File: src/logic/hwt_defs.svh
// register indices, code values and widths for the thread status coordination block
`ifndef HWT_DEFS_SVH
`define HWT_DEFS_SVH

`define DATA_W 32
`define ADDR_W 4
`define NUM_W 8
`define STAT_W 3
`define CMD_W 4
`define SIDE_W 2
`define ORD_W 3
`define CALL_W 4
`define PROBE_W 4

// word indices of the slave registers
`define REG_HW_NUMBER 4'h0
`define REG_COMMAND 4'h1
`define REG_STATUS 4'h2
`define REG_ARGUMENT 4'h3
`define REG_RESULT 4'h4
`define REG_VERIFY 4'h5
`define REG_SYS_PROBE 4'h6
`define REG_USER_PROBE 4'h7
`define REG_CTRL_PROBE 4'h8
`define REG_FETCHED 4'h9
`define REG_OUTGOING 4'hA

// system status codes
`define STAT_UNASSIGNED 3'h0
`define STAT_ASSIGNED 3'h1
`define STAT_RUN 3'h2
`define STAT_FINISHED 3'h3
`define STAT_FAILED 3'h4
`define STAT_WAITING 3'h5

// command codes
`define CMD_NEUTRAL 4'h0
`define CMD_RESET 4'h1
`define CMD_RUN 4'h2
`define CMD_ADVANCE_ONCE 4'h3
`define CMD_PAUSE 4'h4

// logic side states
`define SIDE_RESET 2'h0
`define SIDE_RUN 2'h1
`define SIDE_ACK 2'h2

// status change orders
`define ORD_NONE 3'h0
`define ORD_ASSIGNED 3'h1
`define ORD_RUN 3'h2
`define ORD_FINISHED 3'h3
`define ORD_FAILED 3'h4
`define ORD_WAITING 3'h5

// logic status orders
`define LORD_NONE 1'h0
`define LORD_RUN 1'h1

// call codes from the thread user logic
`define CALL_NONE 4'h0
`define CALL_EXIT 4'h1
`define CALL_EXIT_ERR 4'h2
`define CALL_LOCK 4'h3
`define CALL_SELF 4'h4
`define CALL_YIELD 4'h5
`define CALL_WRITE 4'h6

`define HOLD_CYCLES 2

`endif

File: src/logic/hwt_pkg.sv
// shared code types and the order decoding function
`include "hwt_defs.svh"
package hwt_pkg;
	typedef logic [`STAT_W-1:0] status_code_t;
	typedef logic [`CMD_W-1:0] cmd_code_t;
	typedef logic [`SIDE_W-1:0] side_state_t;
	typedef logic [`ORD_W-1:0] status_order_t;
	typedef logic logic_order_t;
	typedef logic [`CALL_W-1:0] call_code_t;

	function automatic status_code_t order_target(input status_order_t o);
		case (o)
			`ORD_ASSIGNED: return `STAT_ASSIGNED;
			`ORD_RUN: return `STAT_RUN;
			`ORD_FINISHED: return `STAT_FINISHED;
			`ORD_FAILED: return `STAT_FAILED;
			`ORD_WAITING: return `STAT_WAITING;
			default: return `STAT_UNASSIGNED;
		endcase
	endfunction
endpackage

File: src/logic/ctrl_fsm.sv
// controller state machine: requests status changes of the other two machines
`timescale 1ns/1ps
`default_nettype none
`include "hwt_defs.svh"
module ctrl_fsm (
	input wire logic clock_i,
	input wire logic rst_n_i,
	input wire logic restart_i,
	input wire logic [`NUM_W-1:0] hw_number_i,
	input wire hwt_pkg::cmd_code_t command_i,
	input wire logic [`DATA_W-1:0] argument_i,
	input wire hwt_pkg::status_code_t status_i,
	input wire hwt_pkg::side_state_t side_i,
	input wire hwt_pkg::call_code_t call_code_i,
	input wire logic [`DATA_W-1:0] operand_a_i,
	input wire logic [`DATA_W-1:0] operand_b_i,
	output hwt_pkg::status_order_t status_order_o,
	output hwt_pkg::logic_order_t logic_order_o,
	output logic [`DATA_W-1:0] result_o,
	output logic [`DATA_W-1:0] return_value_o,
	output logic [`DATA_W-1:0] outgoing_o,
	output logic [`PROBE_W-1:0] probe_o
);
	typedef enum logic [3:0] {C_START, C_UNASSIGNED, C_ASSIGN_WAIT, C_ASSIGNED, C_RUN_WAIT,
		C_RUNNING, C_RETURN_WAIT, C_DONE_WAIT, C_DONE, C_BLOCK_WAIT, C_WAITING_LOCK_STATE} ctrl_state_t;

	ctrl_state_t state_reg, state_next;
	hwt_pkg::status_order_t sord_reg, sord_next;
	hwt_pkg::logic_order_t lord_reg, lord_next;
	logic [`DATA_W-1:0] result_reg, result_next, rv_reg, rv_next, out_reg, out_next;
	logic sys_done, side_done;

	// an order is complied with once the owner's register shows its target
	assign sys_done = (status_i == hwt_pkg::order_target(sord_reg));
	assign side_done = (side_i == `SIDE_RUN);

	always_comb begin
		state_next = state_reg;
		sord_next = sord_reg;
		lord_next = lord_reg;
		result_next = result_reg;
		rv_next = rv_reg;
		out_next = out_reg;
		case (state_reg)
			C_START: begin
				sord_next = `ORD_NONE;
				lord_next = `LORD_NONE;
				result_next = 32'h0;
				rv_next = 32'h0;
				state_next = C_UNASSIGNED;
			end
			C_UNASSIGNED: begin
				if (hw_number_i != 8'h0) begin
					sord_next = `ORD_ASSIGNED;
					state_next = C_ASSIGN_WAIT;
				end
			end
			C_ASSIGNED: begin
				if (command_i == `CMD_RUN) begin
					sord_next = `ORD_RUN;
					lord_next = `LORD_RUN;
					rv_next = argument_i;
					state_next = C_RUN_WAIT;
				end
			end
			C_RUN_WAIT: begin
				if (sys_done) begin
					sord_next = `ORD_NONE;
				end
				if (side_done) begin
					lord_next = `LORD_NONE;
				end
				if ((sys_done || sord_reg == `ORD_NONE) && (side_done || lord_reg == `LORD_NONE)) begin
					state_next = C_RUNNING;
				end
			end
			C_RUNNING: begin
				if (side_i == `SIDE_ACK) begin
					case (call_code_i)
						`CALL_EXIT, `CALL_EXIT_ERR: begin
							sord_next = (call_code_i == `CALL_EXIT) ? `ORD_FINISHED : `ORD_FAILED;
							result_next = operand_a_i;
							state_next = C_DONE_WAIT;
						end
						`CALL_LOCK: begin
							sord_next = `ORD_WAITING;
							state_next = C_BLOCK_WAIT;
						end
						default: begin
							if (call_code_i == `CALL_SELF) begin
								rv_next = 32'(hw_number_i);
							end
							if (call_code_i == `CALL_WRITE) begin
								out_next = operand_b_i;
							end
							lord_next = `LORD_RUN;
							state_next = C_RETURN_WAIT;
						end
					endcase
				end
			end
			C_RETURN_WAIT: begin
				if (side_done) begin
					lord_next = `LORD_NONE;
					state_next = C_RUNNING;
				end
			end
			C_ASSIGN_WAIT, C_DONE_WAIT, C_BLOCK_WAIT: begin
				if (sys_done) begin
					sord_next = `ORD_NONE;
					case (state_reg)
						C_ASSIGN_WAIT: state_next = C_ASSIGNED;
						C_BLOCK_WAIT: state_next = C_WAITING_LOCK_STATE;
						default: state_next = C_DONE;
					endcase
				end
			end
			C_WAITING_LOCK_STATE: begin
				// command reads neutral while waiting, so this is a fresh run
				if (command_i == `CMD_RUN) begin
					sord_next = `ORD_RUN;
					lord_next = `LORD_RUN;
					state_next = C_RUN_WAIT;
				end
			end
			C_DONE: state_next = C_DONE;
			default: state_next = C_START;
		endcase
		if (restart_i) begin
			state_next = C_START;
			sord_next = `ORD_NONE;
			lord_next = `LORD_NONE;
		end
	end

	always_ff @(posedge clock_i or negedge rst_n_i) begin
		if (!rst_n_i) begin
			state_reg <= C_START;
			sord_reg <= `ORD_NONE;
			lord_reg <= `LORD_NONE;
			result_reg <= 32'h0;
			rv_reg <= 32'h0;
			out_reg <= 32'h0;
		end else begin
			state_reg <= state_next;
			sord_reg <= sord_next;
			lord_reg <= lord_next;
			result_reg <= result_next;
			rv_reg <= rv_next;
			out_reg <= out_next;
		end
	end

	assign status_order_o = sord_reg;
	assign logic_order_o = lord_reg;
	assign result_o = result_reg;
	assign return_value_o = rv_reg;
	assign outgoing_o = out_reg;
	assign probe_o = 4'(state_reg);
endmodule
`default_nettype wire

File: src/logic/hwt_coord.sv
// system state machine, slave register map and reset sequencing of the thread interface
`timescale 1ns/1ps
`default_nettype none
`include "hwt_defs.svh"
// Function
// - system machine owns system registers, controller owns result
// - initialisation loads status with unassigned
// - controller requests status changes through order code
// - status order has six codes
// - order held until applied, then no request
// - reset command acknowledged, bus ended, then reset
// - reset restarts all machines and user logic
// - three read-only probe registers show machine states
// - fetched data write acknowledged like slave write
// - outgoing data read acknowledged like slave read
// - unmapped reads return zero, writes ignored
// - advance-once and pause commands do nothing
// - command reads neutral after reset
// - command neutral while waiting for lock
// - user machine owns call registers, controller return
// - user machine changes side state on ack/reset
// - logic order has two codes
// - run order held until complied, then cleared
// - reset enters start and side state reset
// - side state stays reset until run command
// - nonzero call code moves side state to ack
// - two cycles after run before new request
module hwt_coord (
	input wire logic clock_i,
	input wire logic rst_n_i,
	input wire logic sel_i,
	input wire logic wr_i,
	input wire logic [`ADDR_W-1:0] addr_i,
	input wire logic [`DATA_W-1:0] wdata_i,
	output logic [`DATA_W-1:0] rdata_o,
	output logic ack_o,
	input wire hwt_pkg::call_code_t req_code_i,
	input wire logic [`DATA_W-1:0] req_a_i,
	input wire logic [`DATA_W-1:0] req_b_i,
	output hwt_pkg::side_state_t side_state_o,
	output hwt_pkg::call_code_t call_code_o,
	output logic [`DATA_W-1:0] operand_a_o,
	output logic [`DATA_W-1:0] operand_b_o,
	output logic [`DATA_W-1:0] return_value_o,
	output logic user_reset_o,
	output hwt_pkg::status_code_t status_o,
	output logic [`DATA_W-1:0] fetched_data_o
);
	typedef enum logic [3:0] {S_START, S_IDLE, S_RESET_ACK, S_RESET_WAIT, S_RUN_CHECK,
		S_END, S_END_WAIT} sys_state_t;

	sys_state_t sys_state_reg, sys_state_next;
	logic [`NUM_W-1:0] hw_number_reg, hw_number_next;
	hwt_pkg::status_code_t status_reg, status_next;
	hwt_pkg::cmd_code_t command_reg, command_next;
	logic [`DATA_W-1:0] argument_reg, argument_next;
	logic [`DATA_W-1:0] verify_reg, verify_next;
	logic [`DATA_W-1:0] fetched_reg, fetched_next;
	logic [`DATA_W-1:0] rdata_reg, rdata_next;
	logic soft_rst_reg, soft_rst_next;

	hwt_pkg::status_order_t status_order;
	hwt_pkg::logic_order_t logic_order;
	logic [`DATA_W-1:0] result_w;
	logic [`DATA_W-1:0] outgoing_w;
	logic [`PROBE_W-1:0] user_probe;
	logic [`PROBE_W-1:0] ctrl_probe;
	logic unmapped;

	user_fsm u_user (
		.clock_i(clock_i),
		.rst_n_i(rst_n_i),
		.restart_i(soft_rst_reg),
		.order_i(logic_order),
		.req_code_i(req_code_i),
		.req_a_i(req_a_i),
		.req_b_i(req_b_i),
		.side_state_o(side_state_o),
		.call_code_o(call_code_o),
		.operand_a_o(operand_a_o),
		.operand_b_o(operand_b_o),
		.probe_o(user_probe),
		.user_reset_o(user_reset_o)
	);

	ctrl_fsm u_ctrl (
		.clock_i(clock_i),
		.rst_n_i(rst_n_i),
		.restart_i(soft_rst_reg),
		.hw_number_i(hw_number_reg),
		.command_i(command_reg),
		.argument_i(argument_reg),
		.status_i(status_reg),
		.side_i(side_state_o),
		.call_code_i(call_code_o),
		.operand_a_i(operand_a_o),
		.operand_b_i(operand_b_o),
		.status_order_o(status_order),
		.logic_order_o(logic_order),
		.result_o(result_w),
		.return_value_o(return_value_o),
		.outgoing_o(outgoing_w),
		.probe_o(ctrl_probe)
	);

	always_comb begin
		case (addr_i)
			`REG_HW_NUMBER, `REG_COMMAND, `REG_STATUS, `REG_ARGUMENT, `REG_RESULT,
			`REG_VERIFY, `REG_SYS_PROBE, `REG_USER_PROBE, `REG_CTRL_PROBE,
			`REG_FETCHED, `REG_OUTGOING: unmapped = 1'b0;
			default: unmapped = 1'b1;
		endcase
	end

	always_comb begin
		sys_state_next = sys_state_reg;
		hw_number_next = hw_number_reg;
		status_next = status_reg;
		command_next = command_reg;
		argument_next = argument_reg;
		verify_next = verify_reg;
		fetched_next = fetched_reg;
		rdata_next = rdata_reg;
		soft_rst_next = 1'b0;
		case (sys_state_reg)
			S_START: begin
				hw_number_next = 8'h0;
				status_next = `STAT_UNASSIGNED;
				command_next = `CMD_NEUTRAL;
				argument_next = 32'h0;
				verify_next = 32'h0;
				sys_state_next = S_IDLE;
			end
			S_IDLE: begin
				if (status_order != `ORD_NONE) begin
					status_next = hwt_pkg::order_target(status_order);
					// a stale run must not wake the thread once it waits for a lock
					if (status_order == `ORD_WAITING) begin
						command_next = `CMD_NEUTRAL;
					end
				end
				if (sel_i) begin
					sys_state_next = S_END;
					if (wr_i) begin
						case (addr_i)
							`REG_HW_NUMBER: hw_number_next = wdata_i[`NUM_W-1:0];
							`REG_ARGUMENT: argument_next = wdata_i;
							`REG_VERIFY: verify_next = wdata_i;
							`REG_FETCHED: fetched_next = wdata_i;
							`REG_COMMAND: begin
								if (wdata_i[`CMD_W-1:0] == `CMD_RESET) begin
									sys_state_next = S_RESET_ACK;
								end else if (wdata_i[`CMD_W-1:0] == `CMD_RUN) begin
									sys_state_next = S_RUN_CHECK;
								end else if (status_next != `STAT_WAITING) begin
									// advance-once and pause are stored but steer nothing
									command_next = wdata_i[`CMD_W-1:0];
								end
							end
							default: ;
						endcase
					end else begin
						case (addr_i)
							`REG_HW_NUMBER: rdata_next = 32'(hw_number_reg);
							`REG_COMMAND: rdata_next = 32'(command_reg);
							`REG_STATUS: rdata_next = 32'(status_reg);
							`REG_ARGUMENT: rdata_next = argument_reg;
							`REG_RESULT: rdata_next = result_w;
							`REG_VERIFY: rdata_next = verify_reg;
							`REG_SYS_PROBE: rdata_next = 32'(sys_state_reg);
							`REG_USER_PROBE: rdata_next = 32'(user_probe);
							`REG_CTRL_PROBE: rdata_next = 32'(ctrl_probe);
							`REG_FETCHED: rdata_next = fetched_reg;
							`REG_OUTGOING: rdata_next = outgoing_w;
							default: rdata_next = 32'h0;
						endcase
					end
				end
			end
			S_RUN_CHECK: begin
				if (status_reg == `STAT_ASSIGNED || status_reg == `STAT_WAITING) begin
					command_next = `CMD_RUN;
				end
				sys_state_next = S_END;
			end
			S_RESET_ACK: sys_state_next = S_RESET_WAIT;
			S_RESET_WAIT: begin
				// reset only after the chip enable drops, or the bus cycle would be cut
				if (!sel_i) begin
					soft_rst_next = 1'b1;
					sys_state_next = S_START;
				end
			end
			S_END: sys_state_next = S_END_WAIT;
			S_END_WAIT: begin
				if (!sel_i) begin
					sys_state_next = S_IDLE;
				end
			end
			default: sys_state_next = S_START;
		endcase
	end

	always_ff @(posedge clock_i or negedge rst_n_i) begin
		if (!rst_n_i) begin
			sys_state_reg <= S_START;
			hw_number_reg <= 8'h0;
			status_reg <= `STAT_UNASSIGNED;
			command_reg <= `CMD_NEUTRAL;
			argument_reg <= 32'h0;
			verify_reg <= 32'h0;
			fetched_reg <= 32'h0;
			rdata_reg <= 32'h0;
			soft_rst_reg <= 1'b0;
		end else begin
			sys_state_reg <= sys_state_next;
			hw_number_reg <= hw_number_next;
			status_reg <= status_next;
			command_reg <= command_next;
			argument_reg <= argument_next;
			verify_reg <= verify_next;
			fetched_reg <= fetched_next;
			rdata_reg <= rdata_next;
			soft_rst_reg <= soft_rst_next;
		end
	end

	assign ack_o = (sys_state_reg == S_END) || (sys_state_reg == S_RESET_ACK);
	assign rdata_o = rdata_reg;
	assign status_o = status_reg;
	assign fetched_data_o = fetched_reg;
endmodule
`default_nettype wire

File: src/logic/user_fsm.sv
// user state machine: owns the logic side state and the call registers
`timescale 1ns/1ps
`default_nettype none
`include "hwt_defs.svh"
module user_fsm (
	input wire logic clock_i,
	input wire logic rst_n_i,
	input wire logic restart_i,
	input wire hwt_pkg::logic_order_t order_i,
	input wire hwt_pkg::call_code_t req_code_i,
	input wire logic [`DATA_W-1:0] req_a_i,
	input wire logic [`DATA_W-1:0] req_b_i,
	output hwt_pkg::side_state_t side_state_o,
	output hwt_pkg::call_code_t call_code_o,
	output logic [`DATA_W-1:0] operand_a_o,
	output logic [`DATA_W-1:0] operand_b_o,
	output logic [`PROBE_W-1:0] probe_o,
	output logic user_reset_o
);
	typedef enum logic [2:0] {U_START, U_RESET, U_RUN, U_ACK, U_HOLD} user_state_t;

	user_state_t state_reg, state_next;
	hwt_pkg::side_state_t side_reg, side_next;
	hwt_pkg::call_code_t code_reg, code_next;
	logic [`DATA_W-1:0] a_reg, a_next, b_reg, b_next;
	logic [1:0] hold_reg, hold_next;

	always_comb begin
		state_next = state_reg;
		side_next = side_reg;
		code_next = code_reg;
		a_next = a_reg;
		b_next = b_reg;
		hold_next = hold_reg;
		case (state_reg)
			U_START: begin
				side_next = `SIDE_RESET;
				code_next = `CALL_NONE;
				state_next = U_RESET;
			end
			U_RESET: begin
				// only the controller's run order, after a fresh run command, leaves reset
				if (order_i == `LORD_RUN) begin
					side_next = `SIDE_RUN;
					hold_next = 2'(`HOLD_CYCLES);
					state_next = U_HOLD;
				end
			end
			U_RUN: begin
				if (req_code_i != `CALL_NONE) begin
					side_next = `SIDE_ACK;
					code_next = req_code_i;
					a_next = req_a_i;
					b_next = req_b_i;
					state_next = U_ACK;
				end
			end
			U_ACK: begin
				if (order_i == `LORD_RUN) begin
					side_next = `SIDE_RUN;
					hold_next = 2'(`HOLD_CYCLES);
					state_next = U_HOLD;
				end
			end
			U_HOLD: begin
				// settle time so the user logic sees run before a new request is taken
				if (hold_reg == 2'h1) begin
					state_next = U_RUN;
				end
				hold_next = hold_reg - 2'h1;
			end
			default: state_next = U_START;
		endcase
		if (restart_i) begin
			state_next = U_START;
			side_next = `SIDE_RESET;
		end
	end

	always_ff @(posedge clock_i or negedge rst_n_i) begin
		if (!rst_n_i) begin
			state_reg <= U_START;
			side_reg <= `SIDE_RESET;
			code_reg <= `CALL_NONE;
			a_reg <= 32'h0;
			b_reg <= 32'h0;
			hold_reg <= 2'h0;
		end else begin
			state_reg <= state_next;
			side_reg <= side_next;
			code_reg <= code_next;
			a_reg <= a_next;
			b_reg <= b_next;
			hold_reg <= hold_next;
		end
	end

	assign side_state_o = side_reg;
	assign call_code_o = code_reg;
	assign operand_a_o = a_reg;
	assign operand_b_o = b_reg;
	assign probe_o = 4'(state_reg);
	assign user_reset_o = (state_reg == U_START);
endmodule
`default_nettype wire

File: config.mk
export PLATFORM = sky130hd
export DESIGN_NAME = hwt_coord
export DESIGN_NICKNAME = d
export VERILOG_FILES = /design/src/logic/hwt_pkg.sv /design/src/logic/ctrl_fsm.sv /design/src/logic/hwt_coord.sv /design/src/logic/user_fsm.sv
export VERILOG_INCLUDE_DIRS = /design/src /design/src/logic
export SDC_FILE = /design/constraint.sdc
export NUM_CORES = 1
export LEC_CHECK = 0
export ABC_AREA = 1
export BUFFER_PORTS_ARGS = -buffer_cell sky130_fd_sc_hd__clkbuf_2
export CAP_MARGIN = 25
export CORE_ASPECT_RATIO = 0.75
export CORE_UTILIZATION = 50
export DETAILED_ROUTE_END_ITERATION = 16
export PLACE_DENSITY_LB_ADDON = 0.1
export SYNTH_ARGS = -nofsm -noshare
export SYNTH_HDL_FRONTEND = slang
export SYNTH_HIERARCHICAL = 1
export SYNTH_SLANG_ARGS = --single-unit
File: constraint.sdc
create_clock -name clock_i -period 1.7 [get_ports clock_i]
set_input_delay 0.34 -clock clock_i [delete_from_list [all_inputs] [get_ports clock_i]]
set_output_delay 0.34 -clock clock_i [all_outputs]
set_load 0.1 [all_outputs]
==> out/qor.txt <==
Tightest Pin Transition -> 0.601 ns
Tot Pwr -> 43.8 mW
Root buf cell -> clkbuf_16
Crit path time final -> 1.82 ns
Final worst slack -> -0.121 ns
Finished Layout Cells -> 2,685
Cells after synthesis -> 1,864
Pwr per Cell Area -> 2080 mW/mm2
Fmax -> 549 MHz
CTS tree -> yes
Row cnt -> 55
GRT overflow -> 0
Fin. max-slew vios -> 0
Worst-skew pair later-pin latency -> 0.54 ns
WL/cell -> 19.2 um
Worst flop-to-flop path startpoint -> u_ctrl/probe_o[1]$_DFFE_PN0P_
Clk pin slew, worst setup/hold paths -> 0.06 ns
Seq cells post-synth -> 326
Crit path DAT -> 2.23 ns
Worst endpoint required time -> 2.11 ns
Setup tns final -> -6.79 ns
Starting Density -> 0.508
Max-Slew Margin vs Limit -> 0.595
Placer Congestion -> 0.968
Detailed Route WL -> 51,600 um
Worst Path Max Fanout -> 32
Max cap viols -> 0
Most frequent cells in the layout -> 492 x nand2_1, 314 x dfrtp_1, 257 x inv_1
First-pass GRT wire length -> 77,700 um
Hpwl dp -> 35,600 um
Distinct cells, synth -> 40
Failing checks -> negative setup slack
Final hold viol count -> 0
GRT Util Overall -> 0.324
P&R area growth vs syn -> 38.0%
Yosys Warn Count -> 6
Vias/cell -> 5.34
Outcome -> finished with violations
Vias in the first global route -> 13,300
Layout cells sized above 1 -> 0.319
RSZ-0062 raised after global routing -> true
PortBufs -> 278
Primary FF master, synth -> dfrtp_1
CP Class -> flip-flop to flip-flop
Leakage -> 10.6 nW
Final period util -> 1.07
Placed insts -> 2,580
FFs w/ async S/R, synth -> 1.00
Die height -> 153 um
Worst Setup SP -> u_ctrl/probe_o[1]$_DFFE_PN0P_
Largest buffer count on any clock path -> 3
Sink Count -> 326
Initial DRC count -> 1,403
Syn Area/Cell -> 8.19 um2
Largest net degree at the start of global routing -> 67
Pre-Repair DR Iteration Count -> 7
Layout Skew -> 0.0214 ns
Die area -> 0.0313 mm2
# DRC -> 0
Antenna diodes -> 0
CP endpoint kind -> flip-flop
Critical Path Start Type -> flip-flop
Most common cell after layout, fill and taps aside -> nand2_1
Origin of the worst min-delay path -> req_a_i[12]
Maximum VDD drop -> 0.00172 V
Number of top-level pins -> 279
Final setup vio count -> 92
Cts bufs inserted -> 34
Mapped Nets -> 1,977
Sequential fraction of the synthesis area -> 0.534
Post-layout net count -> 2,375
ANT nets after route -> 0
CTS H-tree lvls -> 2
Min-Delay Path Class -> input pin to flip-flop
Via count -> 14,300
Total core area -> 0.0301 mm2
Initial antenna violation count -> 0
Die X -> 204 um
Synthesized area -> 0.0153 mm2
EDFF count, synth -> 0
Fill count -> 2,419
-- layer usage --
metal / up-vias / part of all wire / GRT usage / wire length (um)
met5: - / 0 / 0 / 0
met4: 0 / 0.021 / 0.0823 / 1080
met3: 74 / 0.10 / 0.0851 / 5270
met2: 690 / 0.40 / 0.418 / 20900
met1: 6855 / 0.47 / 0.526 / 24300
li1: 6727 / - / - / -
-- logic make-up after synthesis --
| logic type | Yosys count | synth area share |
|---|---|---|
| AOI/OAI and AO/OA | 350 | 0.125 |
| buffers and inverters | 357 | 0.0975 |
| xor gates and xnor gates | 2 | 0.00115 |
| muxes | 33 | 0.0243 |
| other | 1 | 0.000246 |
| DFF | 326 | 0.534 |
| adders and majority gates | 5 | 0.00410 |
| and+or+nand+nor | 790 | 0.213 |
-- critical path, cell delays in order (launching register included) --
cell and delay [ns]:
dfrtp_1 0.41, inv_2 0.10, nand2_4 0.07, nor2_4 0.16, buf_12 0.16, buf_4 0.12, nand4_1 0.15, buf_12 0.21
mux2_2 0.30
-- per-stage QoR --
step	hold slack [ns]	util	cell area, um2	setup slack, ns
5_1_grt	0.0207	0.701	21100	-0.175
4_1_cts	0.0117	0.674	20300	-0.0869
2_1_floorplan	0.0444	-	15300	-0.0881
6_report	0.0269	0.701	21100	-0.121
3_5_place_dp	0.240	0.602	18100	-0.167
3_3_place_gp	0.239	0.602	18100	-0.199
-- area by class of cell --
type	count	area [um2]	share of cell area
flip-flops and latches	326	8190	0.388
multi-input cells	1181	6470	0.307
repair buffers	446	3790	0.180
inverters	273	1040	0.0492
clock buffers	53	983	0.0467
well taps	399	499	0.0237
clock inverters	7	108	0.00510
-- cells in the mapped netlist, types with 2 or more instances --
cell	number	area [um2]
a22o_1	4	35.0
ha_1	5	62.6
o22ai_1	7	43.8
nand2_1	529	1990
inv_1	267	1000
buf_4	8	60.1
mux2_2	32	360
clkbuf_2	5	25.0
nand3_4	2	35.0
nor2_4	3	33.8
dfrtp_1	326	8160
o21ai_1	125	626
nand3_1	126	631
o211ai_1	17	128
inv_2	6	22.5
clkbuf_1	26	97.6
o21ai_2	15	131
nand4_1	6	37.5
nor2_1	102	383
a21oi_1	8	40.0
buf_2	36	180
a21oi_4	2	32.5
nor2_2	3	18.8
nor3_1	13	65.1
a31oi_1	3	18.8
xor2_1	2	17.5
buf_6	9	101
o21ai_0	165	826
-- power breakdown --
part | internal [mW] | switching (mW) | total, mW
Combinational | 6.92 | 17.5 | 24.5
Sequential | 9.76 | 2.07 | 11.8
Clock | 4.31 | 3.16 | 7.46
-- final timing paths --
kind	cells after the start	slack (ns)	end
worst max register to register	8	-0.12	u_ctrl/outgoing_o[20]$_DFFE_PN0P_
worst min register to register	2	0.47	rdata_o[1]$_DFFE_PN0P_
min in group asynchronous	2	0.27	u_ctrl/return_value_o[17]$_DFFE_PN0P_
worst max-delay path	8	-0.12	u_ctrl/outgoing_o[20]$_DFFE_PN0P_
max in group asynchronous	3	0.71	u_user/side_state_o[0]$_DFFE_PN0P_
worst min-delay path	3	0.03	u_user/operand_a_o[12]$_DFFE_PN0P_
-- timing repair --
action / 4_1_cts / 5_1_grt
endpoints found under the hold margin: 65 / 0
gates cloned: 6 / 6
hold buffers: 1 / 0
pin swaps: 14 / 18
gates resized for setup: 256 / 216
setup endpoints to repair: 230 / 208
setup buffers: 24 / 14
Power figures use the tool's default switching activity.
